<file path="config.mk">
export PLATFORM = sky130hd
export DESIGN_NAME = tblp_top
export DESIGN_NICKNAME = d
export VERILOG_FILES = /design/src/hdl/tblp_pkg.sv /design/src/hdl/tblp_fifo.sv /design/src/hdl/tblp_top.sv
export SDC_FILE = /design/constraint.sdc
export NUM_CORES = 1
export LEC_CHECK = 0
export ABC_AREA = 0
export BUFFER_PORTS_ARGS = -buffer_cell sky130_fd_sc_hd__clkbuf_2
export CORE_UTILIZATION = 50
export DETAILED_ROUTE_END_ITERATION = 10
export GPL_TIMING_DRIVEN = 0
export PLACE_DENSITY = 0.75
export SLEW_MARGIN = 15
export SYNTH_ARGS = -nofsm -noshare
export SYNTH_HDL_FRONTEND = slang
export SYNTH_SLANG_ARGS = --single-unit
export TNS_END_PERCENT = 100
</file>
<file path="constraint.sdc">
create_clock -name mclk_i -period 5.7 [get_ports mclk_i]
set_clock_uncertainty 0.1 [all_clocks]
set_input_delay 0.57 -clock mclk_i [delete_from_list [all_inputs] [get_ports mclk_i]]
set_output_delay 0.57 -clock mclk_i [all_outputs]
set_load 0.01 [all_outputs]
</file>
<file path="src/hdl/tblp_pkg.sv">
// Operation
// RULE1 - A PIO word moves only while busy reads zero and data request reads one.
// RULE2 - PIO is 16 bits wide; an optional 8-bit PIO width is also offered.
// RULE3 - PIO data forms blocks of bytes numbered from zero to n-1.
// RULE4 - Device raises DMA request; a DMA word moves only under host acknowledge.
// RULE5 - Every DMA word uses the full 16-bit width; no 8-bit DMA.
// RULE6 - Each acknowledge assertion is one burst of at least two bytes.
// RULE7 - 16-bit words carry even byte low and following odd byte high.
// RULE8 - 8-bit PIO carries one byte per transfer on low lines, ascending.
// RULE9 - ASCII string characters are always printable codes 20h through 7Eh.
// RULE10 - ASCII words carry the earlier character high and the next one low.
// RULE11 - Lane order binds the bus only; host memory order may differ.
package tblp_pkg;
  localparam int          BYTE_W     = 8;
  localparam int          DATA_W     = 16;
  localparam int          FIFO_DEPTH = 32;
  localparam int          IDX_W      = 16;
  localparam logic [7:0]  ASCII_MIN  = 8'h20;
  localparam logic [7:0]  ASCII_MAX  = 8'h7e;
  localparam logic [7:0]  ASCII_FILL = 8'h20;
  localparam logic [7:0]  PAD_BYTE   = 8'h00;
  localparam logic [15:0] DD_RESET   = 16'h0000;
  localparam logic [15:0] CNT_TWO    = 16'h0002;
  typedef enum logic {TBLP_PK_EMPTY, TBLP_PK_HALF} tblp_pk_e;
endpackage

</file>
<file path="src/hdl/tblp_fifo.sv">
`timescale 1ns/1ps
module tblp_fifo #(
  parameter int WIDTH = 16,
  parameter int DEPTH = 32
) (
  input  wire logic             mclk_i,
  input  wire logic             rst_i,
  input  wire logic [WIDTH-1:0] in_data_i,
  input  wire logic             in_vld_i,
  output logic                  in_rdy_o,
  output logic      [WIDTH-1:0] out_data_o,
  output logic                  out_vld_o,
  input  wire logic             out_rdy_i
);
  localparam int AW = $clog2(DEPTH);

  logic [WIDTH-1:0] mem_r [DEPTH];
  logic [AW-1:0]    wr_ptr_r;
  logic [AW-1:0]    rd_ptr_r;
  logic [AW:0]      count_r;
  logic             push;
  logic             pop;

  assign in_rdy_o   = (count_r < (AW+1)'(DEPTH));
  assign out_vld_o  = (count_r != '0);
  assign out_data_o = mem_r[rd_ptr_r];
  assign push       = in_vld_i && in_rdy_o;
  assign pop        = out_vld_o && out_rdy_i;

  always_ff @(posedge mclk_i) begin
    if (push) begin
      mem_r[wr_ptr_r] <= in_data_i;
    end
  end

  always_ff @(posedge mclk_i or posedge rst_i) begin
    if (rst_i) begin
      wr_ptr_r <= '0;
      rd_ptr_r <= '0;
      count_r  <= '0;
    end else begin
      if (push) begin
        wr_ptr_r <= (wr_ptr_r == AW'(DEPTH - 1)) ? '0 : wr_ptr_r + 1'b1;
      end
      if (pop) begin
        rd_ptr_r <= (rd_ptr_r == AW'(DEPTH - 1)) ? '0 : rd_ptr_r + 1'b1;
      end
      if (push && !pop) begin
        count_r <= count_r + 1'b1;
      end else if (pop && !push) begin
        count_r <= count_r - 1'b1;
      end
    end
  end
endmodule

</file>
<file path="src/hdl/tblp_top.sv">
`timescale 1ns/1ps
module tblp_top (
  input  wire logic        mclk_i,
  input  wire logic        rst_i,
  input  wire logic [7:0]  byte_i,
  input  wire logic        byte_vld_i,
  input  wire logic        byte_last_i,
  input  wire logic        byte_ascii_i,
  output logic             byte_rdy_o,
  input  wire logic        dma_mode_i,
  input  wire logic        pio8_i,
  input  wire logic        rd_i,
  input  wire logic        dmack_n_i,
  output logic [15:0]      dd_o,
  output logic             dd_oe_n_o,
  output logic             bsy_o,
  output logic             drq_o,
  output logic             dmarq_o
);
  // ------------------------------------------------------------------
  // Byte packing.
  // ------------------------------------------------------------------
  tblp_pkg::tblp_pk_e pk_r;
  logic [7:0]         hold_r;
  logic [15:0]        idx_r;
  logic               narrow;
  logic [7:0]         cur;
  logic               accept;
  logic               push;
  logic [15:0]        push_data;
  logic               fifo_in_rdy;
  logic [15:0]        fifo_data;
  logic               fifo_vld;
  logic               fifo_pop;
  logic [15:0]        dd_r;
  logic               out_vld_r;
  logic               take;
  logic               pio_ok;
  logic               dma_ok;
  logic [15:0]        burst_cnt_r;

  function automatic logic [7:0] tblp_clean(input logic [7:0] b);
    if (b < tblp_pkg::ASCII_MIN || b > tblp_pkg::ASCII_MAX) begin
      return tblp_pkg::ASCII_FILL;
    end
    return b;
  endfunction

  assign narrow     = pio8_i && !dma_mode_i; // RULE2 RULE5
  assign cur        = byte_ascii_i ? tblp_clean(byte_i) : byte_i; // RULE9
  assign byte_rdy_o = fifo_in_rdy;
  assign accept     = byte_vld_i && byte_rdy_o;
  assign push       = accept && (narrow || pk_r == tblp_pkg::TBLP_PK_HALF || byte_last_i);

  always_comb begin
    push_data = {tblp_pkg::PAD_BYTE, cur};
    if (narrow) begin
      push_data = {tblp_pkg::PAD_BYTE, cur}; // RULE8
    end else if (pk_r == tblp_pkg::TBLP_PK_HALF) begin
      push_data = byte_ascii_i ? {hold_r, cur} : {cur, hold_r}; // RULE7 RULE10
    end else if (byte_ascii_i) begin
      push_data = {cur, tblp_pkg::PAD_BYTE}; // RULE10
    end
  end

  always_ff @(posedge mclk_i or posedge rst_i) begin
    if (rst_i) begin
      pk_r   <= tblp_pkg::TBLP_PK_EMPTY;
      hold_r <= tblp_pkg::PAD_BYTE;
    end else if (accept) begin
      if (!narrow && pk_r == tblp_pkg::TBLP_PK_EMPTY && !byte_last_i) begin
        pk_r   <= tblp_pkg::TBLP_PK_HALF;
        hold_r <= cur;
      end else begin
        pk_r <= tblp_pkg::TBLP_PK_EMPTY;
      end
    end
  end

  always_ff @(posedge mclk_i or posedge rst_i) begin
    if (rst_i) begin
      idx_r <= '0;
    end else if (accept) begin
      idx_r <= byte_last_i ? '0 : idx_r + 1'b1; // RULE3
    end
  end

  // ------------------------------------------------------------------
  // Word buffer.
  // ------------------------------------------------------------------
  tblp_fifo #(
    .WIDTH (tblp_pkg::DATA_W),
    .DEPTH (tblp_pkg::FIFO_DEPTH)
  ) u_fifo (
    .mclk_i     (mclk_i),
    .rst_i      (rst_i),
    .in_data_i  (push_data),
    .in_vld_i   (push),
    .in_rdy_o   (fifo_in_rdy),
    .out_data_o (fifo_data),
    .out_vld_o  (fifo_vld),
    .out_rdy_i  (fifo_pop)
  );

  // ------------------------------------------------------------------
  // Bus side.
  // ------------------------------------------------------------------
  assign pio_ok    = !dma_mode_i && out_vld_r;
  assign dma_ok    = dma_mode_i && out_vld_r && !dmack_n_i;
  assign bsy_o     = !pio_ok; // RULE1
  assign drq_o     = pio_ok; // RULE1
  assign dmarq_o   = dma_mode_i && out_vld_r; // RULE4
  assign dd_oe_n_o = !(pio_ok || dma_ok);
  assign take      = rd_i && (pio_ok || dma_ok); // RULE1 RULE4
  assign fifo_pop  = fifo_vld && (!out_vld_r || take);
  assign dd_o      = dd_r;

  always_ff @(posedge mclk_i or posedge rst_i) begin
    if (rst_i) begin
      dd_r      <= tblp_pkg::DD_RESET;
      out_vld_r <= 1'b0;
    end else if (fifo_pop) begin
      dd_r      <= fifo_data;
      out_vld_r <= 1'b1;
    end else if (take) begin
      out_vld_r <= 1'b0;
    end
  end

  always_ff @(posedge mclk_i or posedge rst_i) begin
    if (rst_i) begin
      burst_cnt_r <= '0;
    end else if (dmack_n_i) begin
      burst_cnt_r <= '0;
    end else if (take && dma_mode_i) begin
      burst_cnt_r <= burst_cnt_r + tblp_pkg::CNT_TWO; // RULE6
    end
  end
endmodule

</file>
* Word level (Yosys, flattened, before mapping)
Memory sizes are Yosys's and may differ from the RTL's. A register that Yosys moved wholly into a read port is not among the register bits. Index checks and enable logic that the tools add are counted.
Storage, ports and cells: register bits 26, memory bits (writable) 512, bits of input ports 17, output and inout port bits 21, word-level logic and storage cells 66, memories kept 1
Cells by class: add/sub/neg operators 4, magnitude comparators 3, equality and inequality tests 2, muxes and demuxes 17, bitwise gates (word level) 1, reductions and logical operators 32
Memory list:
- u_fifo.mem_r | depth 32, width 16, read ports 1, clocked after Yosys merged registers in 1, wr ports 1, line tblp_fifo.sv:17 | logic [WIDTH-1:0] mem_r [DEPTH];
Operator list (count):
- two-way mux 16 bit | 4
- two-way mux 8 bit | 3
- logical AND 1 bit | 14
- two-way mux 6 bit | 2
- adder 5 x 1 -> 5 bit, second input constant | 2
- == test 5 bit, second input constant | 2
- two-way mux 5 bit | 2
- zero test 1 bit | 9
- > comparator 8 x 7 -> 1 bit, second input constant | 1
- < comparator 8 x 6 -> 1 bit, second input constant | 1
- adder 6 x 1 -> 6 bit, second input constant | 1
- < comparator 6 bit, second input constant | 1
- two-way mux 1 bit | 6
- nonzero test 6 bit | 1
- subtractor 6 x 1 -> 6 bit, second input constant | 1
- logical OR 1 bit | 5
- nonzero test 2 bit | 2
- AND reduction 2 bit | 1
- inverter 1 bit | 1

* Logic depth before layout (Yosys ltp)
word-level depth 10, gate-level depth with buffers 12, depth with buffers taken out 11

* By module
A second synthesis with hierarchy kept.
Second synthesis, totals: cell total of the unflattened synthesis 1178, area total of the unflattened synthesis 22291.4 µm²
Modules (own cells, without submodules):
- tblp_fifo | times used 1, cells each 1009, area each 20641.0 µm², sequential area each 15775.1 µm²
- tblp_top | times used 1, cells each 169, area each 1650.3 µm², sequential area each 650.6 µm²

* Least setup slack after synthesis
Ideal clock, no wire load.
path kind in2reg, start in byte_ascii_i, end mem u_fifo.mem_r[0][0] (data pin), setup time 0.454 ns, arrival time 2.600 ns, data required time 5.146 ns, path slack 2.546 ns, stages on the path 5, buffers on the path 1, cells stage by stage clkbuf_1 > inv_1 > nor2_1 > a22oi_1 > o21ai_0
Between the ends: word-level cells in the longest chain between the ends 4, elaborated cells on any way between the ends 5, those cells by class mux: 5
Ends and longest elaborated chain:
- start, declared | line tblp_top.sv:8 | input wire logic byte_ascii_i,
- two-way mux 8 bit | line tblp_top.sv:50 | assign cur = byte_ascii_i ? tblp_clean(byte_i) : byte_i;
- two-way mux 16 bit, on equally long branches | line tblp_top.sv:61, tblp_top.sv:60
- two-way mux 16 bit | line tblp_top.sv:59 | end else if (pk_r == tblp_pkg::TBLP_PK_HALF) begin
- two-way mux 16 bit (*) | line tblp_top.sv:57 | if (narrow) begin
- net push_data[0] | line tblp_top.sv:30 | logic [15:0] push_data;
- end, declared | line tblp_fifo.sv:17
The timed path passes the listed nets; every way through them passes the cells marked *.

* Worst setup path in the final report
start reg u_fifo.count_r[0], end reg u_fifo.count_r[5]
Between the ends: word-level cells in the longest chain between the ends 7, elaborated cells on any way between the ends 16, those cells by class add/sub: 2; order compare: 1; mux: 2; reduce/logical: 11
Ends and longest elaborated chain:
- start, declared | line tblp_fifo.sv:20 | logic [AW:0] count_r;
- start signal, assigned | line tblp_fifo.sv:49 | count_r <= count_r + 1'b1;
- start signal, assigned | line tblp_fifo.sv:51 | count_r <= count_r - 1'b1;
- < comparator 6 bit | line tblp_fifo.sv:24 | assign in_rdy_o = (count_r < (AW+1)'(DEPTH));
- logical AND 1 bit | line tblp_top.sv:52 | assign accept = byte_vld_i && byte_rdy_o;
- logical AND 1 bit | line tblp_top.sv:53 | assign push = accept && (narrow || pk_r == tblp_pkg::TBLP_PK_HALF || byte_last_i);
- logical AND 1 bit | line tblp_fifo.sv:27 | assign push = in_vld_i && in_rdy_o;
- zero test 1 bit | line tblp_fifo.sv:50 | end else if (pop && !push) begin
- logical AND 1 bit | line tblp_fifo.sv:50
- nonzero test 2 bit (no line)
Parallel ways exist; a longest one is shown, timed or not. The select of a mux whose other input is x is not followed. A chain may end at the register's enable or synchronous reset.

==> implementation parameters <==
Parameter                              Value

Run status
  Run status ... finished, final reports clean

Setup path
  Crit end category ... register
  Sum of buffers and inverters on the critical path ... 3
  Slowest cell on crit path ... sky130_fd_sc_hd__clkbuf_1
  Worst r2r dst ... u_fifo.count_r[5]
  Number of cells traversed by the worst register-to-register path ... 12
  Largest fanout on the critical path ... 10
  Endpoint arrival time on the critical path ... between 4 and 5 ns
  FF-to-FF setup slack ... between 2 and 2.5 ns
  Kind of start point of the critical path ... register
  Worst Path Class, Setup ... register to register
  Worst stage delay on the critical path ... 0.56 ns
  Reg2reg start ... u_fifo.count_r[0]
  Worst Path Required ... about 6 ns
  Worst path top cell family by delay ... compound AO/OA/AOI/OAI gates
  Cell Chain, Critical Path ... nor4_2, a22oi_2, clkbuf_1, inv_1, ha_1, inv_1, ha_1, a21oi_1, o21ai_0, mux2i_1, a211oi_1, xnor2_1

Finish
  Layout overhead on the synthesized area ... 15.34%
  Fraction of final layout cells sized beyond drive strength 1 ... 0.2652
  Final cell count without fillers ... roughly 1.9k
  Utilization after layout ... 0.5876
  Total number of nets in the final design ... about 1.3k
  Number of inserted diodes ... 0
  FILL cells ... ~3k

Placement
  Worst slack at placement ... between 1.5 and 2 ns
  Weighted congestion reported at the end of routability-driven placement ... between 0.8 and 0.9
  Total of buffers placed on input and output ports ... 36
  Cell Count Post-Placement ... approximately 1.8k
  HPWL after DPL ... between 30000 and 40000 um

Drt
  Number of vias in the routed layout ... 11.71k
  DRC violation total after the first TritonRoute iteration ... 1434
  Average via count per standard cell ... a little over 6
  DR DRC count ... 0
  Antenna violation net count after detailed routing ... 0
  Routed WL per cell ... approximately 26 um
  Routed WL ... around 51000 um
  Iteration count of the initial detailed-routing pass ... 7

Floorplan
  Die height ... approximately 210 um
  FP Rows ... 76
  Area enclosed by the die boundary ... between 0.04 and 0.05 mm^2
  Effective utilization at floorplan ... 0.5094
  I/O pin count ... 38
  Core Region ... 0.04327 mm^2
  X dimension of the die ... around 210 um

Yosys
  Number of flip-flops and latches in the synthesized netlist ... between 500 and 600
  Post-synth top area share ... 0.6975
  Count of yosys warnings during synthesis ... 0
  Post-synthesis sequential area ratio ... 0.7452
  Predominant post-synthesis flop cell ... sky130_fd_sc_hd__edfxtp_1
  Distinct cells, synth ... 56
  Top cells by count, synth ... 512 x sky130_fd_sc_hd__edfxtp_1, 96 x sky130_fd_sc_hd__mux4_2, 73 x sky130_fd_sc_hd__mux2i_1
  Share of synthesized registers carrying an async set or reset ... 0.07581
  Count of flip-flops with a built-in enable after synthesis ... 512
  Top area cells in the synthesized netlist ... sky130_fd_sc_hd__edfxtp_1 70%, sky130_fd_sc_hd__mux4_2 9.8%, sky130_fd_sc_hd__dfrtp_1 4.8%
  Syn_nets ... around 1.2k
  Most instantiated library cell after synthesis ... sky130_fd_sc_hd__edfxtp_1
  Mapped Area ... approximately 0.022 mm^2
  Biggest area consumer among synthesized cells ... sky130_fd_sc_hd__edfxtp_1
  Cells after Synth ... ~1.2k
  Average cell area after synthesis ... approximately 19 um^2

Timing
  Final worst setup slack ... between 2 and 2.5 ns
  Share of the clock period used by the worst path after layout ... 0.6428
  Final Critical Period ... 3.664 ns
  Slew of the pin with the lowest slew margin ... roughly 0.97 ns
  Final hold viol count ... 0
  Setup violations, final ... 0
  Worst slew margin relative to its limit ... 0.3508
  Worst hold margin ... approximately 0.19 ns
  Total negative slack ... 0 ns
  Max Clock Freq ... 272.9 MHz
  RSZ-0062 raised after global routing ... no
  Count of final max-slew check failures ... 0

Clock tree
  Htree depth ... 2
  Num CTS Buffers ... 52
  Buffer levels on the longest clock path ... 3
  Worst-Skew Late Latency ... slightly below 0.6 ns
  Clock transition at the register clock pins on the worst setup and hold paths after CTS ... ~0.07 ns
  Buffer type at the clock tree root ... sky130_fd_sc_hd__clkbuf_16
  Clock tree from TritonCTS ... built
  CTS Sinks ... ~550

Global route
  Pin count of the biggest net entering global routing ... 34
  Via count of the first global-routing pass ... about 12k
  Initial antenna violation count ... 0
  Global-route wire length before repair ... 76080 um
  Total gr overflow ... 0
  GRT Resource Usage Total ... 0.2344

Min path
  Worst Hold Launch ... byte_i[7]
  Worst hold path class ... input pin to register
  Hold path endpoint ... hold_r[7]
  Hold depth ... 3

Job
  Total of max-cap violations ... 0

Power
  PwrDens ... ~500 mW/mm^2
  Maximum resistive drop on vdd ... roughly 0.37 mV
  Leakage dissipation ... 8.555 nW
cells by family after synthesis:
| family | share of synthesized area |
|---|---|
| XOR/XNOR | 0.001590 |
| buffers and inverters | 0.02237 |
| flip-flops | 0.7452 |
| multiplexers | 0.1328 |
| AND/OR/NAND/NOR | 0.03786 |
| AO/OA/AOI/OAI | 0.05245 |
| adder cells (fa/ha/maj) | 0.007720 |
flip-flops by register name (all words and copies together) (netlist names):
register / cells
dd_o: 16
u_fifo.rd_ptr_r: 5
pk_r: 1
u_fifo.mem_r: 512
out_vld_r: 1
u_fifo.count_r: 6
hold_r: 8
u_fifo.wr_ptr_r: 5
where the power goes:
| group | leakage, nW | switching (mW) | internal, mW | total, mW |
|---|---|---|---|---|
| sequential | 5.18 | 0.184 | 4.98 | 5.16 |
| clock | 0.828 | 1.46 | 1.99 | 3.45 |
| combinational | 2.55 | 2.28 | 1.51 | 3.79 |
worst reg2reg max path, cell delays in order, from the launching register on:
cell                       delay (ns)
sky130_fd_sc_hd__dfrtp_1         0.45
sky130_fd_sc_hd__nor4_2          0.10
sky130_fd_sc_hd__a22oi_2         0.39
sky130_fd_sc_hd__clkbuf_1        0.56
sky130_fd_sc_hd__inv_1           0.25
sky130_fd_sc_hd__ha_1            0.30
sky130_fd_sc_hd__inv_1           0.17
sky130_fd_sc_hd__ha_1            0.26
sky130_fd_sc_hd__a21oi_1         0.20
sky130_fd_sc_hd__o21ai_0         0.20
sky130_fd_sc_hd__mux2i_1         0.17
sky130_fd_sc_hd__a211oi_1        0.29
sky130_fd_sc_hd__xnor2_1         0.15
per-stage QoR:
stage	area, um^2	total power [mW]
detailed placement	23710	9.003
finish	25420	12.41
CTS	25420	12.43
floorplan	22040	7.652
global route	25420	12.86
global placement	22950	8.776
cell type report:
type	instances	area (um^2)	share of cell area
multi-input combinational	535	5341	0.2101
sequential	554	16430	0.6461
inverter	11	41.29	0.001624
timing repair buffer	77	728.2	0.02864
clock buffer	68	1424	0.05601
clock inverter	28	277.8	0.01093
tap	585	732.0	0.02879
buffer	62	451.7	0.01777
cell usage in the layout, fill, tap and decap left out, drive strengths merged, types with 15 or more instances in the layout:
master,count
buf,79
a311oi,16
clkinv,19
nor2,72
mux4,96
clkbuf,127
a211oi,16
o21ai,25
edfxtp,512
and3,17
nand2,46
a22oi,22
a211o,15
dfrtp,42
o22ai,32
mux2i,73
a21oi,31
what timing repair did:
action / in CTS / in global routing
gates resized for setup: 0 / 0
setup buffers: 0 / 0
hold buffers: 1 / 0
setup endpoints to repair: 0 / 0
endpoints found under the hold margin: 9 / 0
routing by layer:
| metal | vias up | global-route usage | share of wire | routed length (um) |
|---|---|---|---|---|
| met4 | 0 | 0.09245 | 0.040 | 2018 |
| met2 | 604 | 0.3674 | 0.47 | 24110 |
| met5 | - | 0 | 0 | 0 |
| li1 | 4994 | - | - | - |
| met1 | 6012 | 0.3307 | 0.40 | 20420 |
| met3 | 95 | 0.03901 | 0.084 | 4281 |
worst max path at each step:
stage          depth (start not counted)            endpoint         startpoint
6_report                              12   u_fifo.count_r[5]  u_fifo.count_r[0]
5_1_grt                               12   u_fifo.count_r[5]  u_fifo.count_r[0]
2_1_floorplan                          5  u_fifo.mem_r[0][0]       byte_ascii_i
4_1_cts                               12   u_fifo.count_r[5]  u_fifo.count_r[0]
3_5_place_dp                          13   u_fifo.count_r[5]         dma_mode_i
3_3_place_gp                           6  u_fifo.mem_r[8][6]          byte_i[1]
Note: power is estimated with default switching activity, not from simulation.
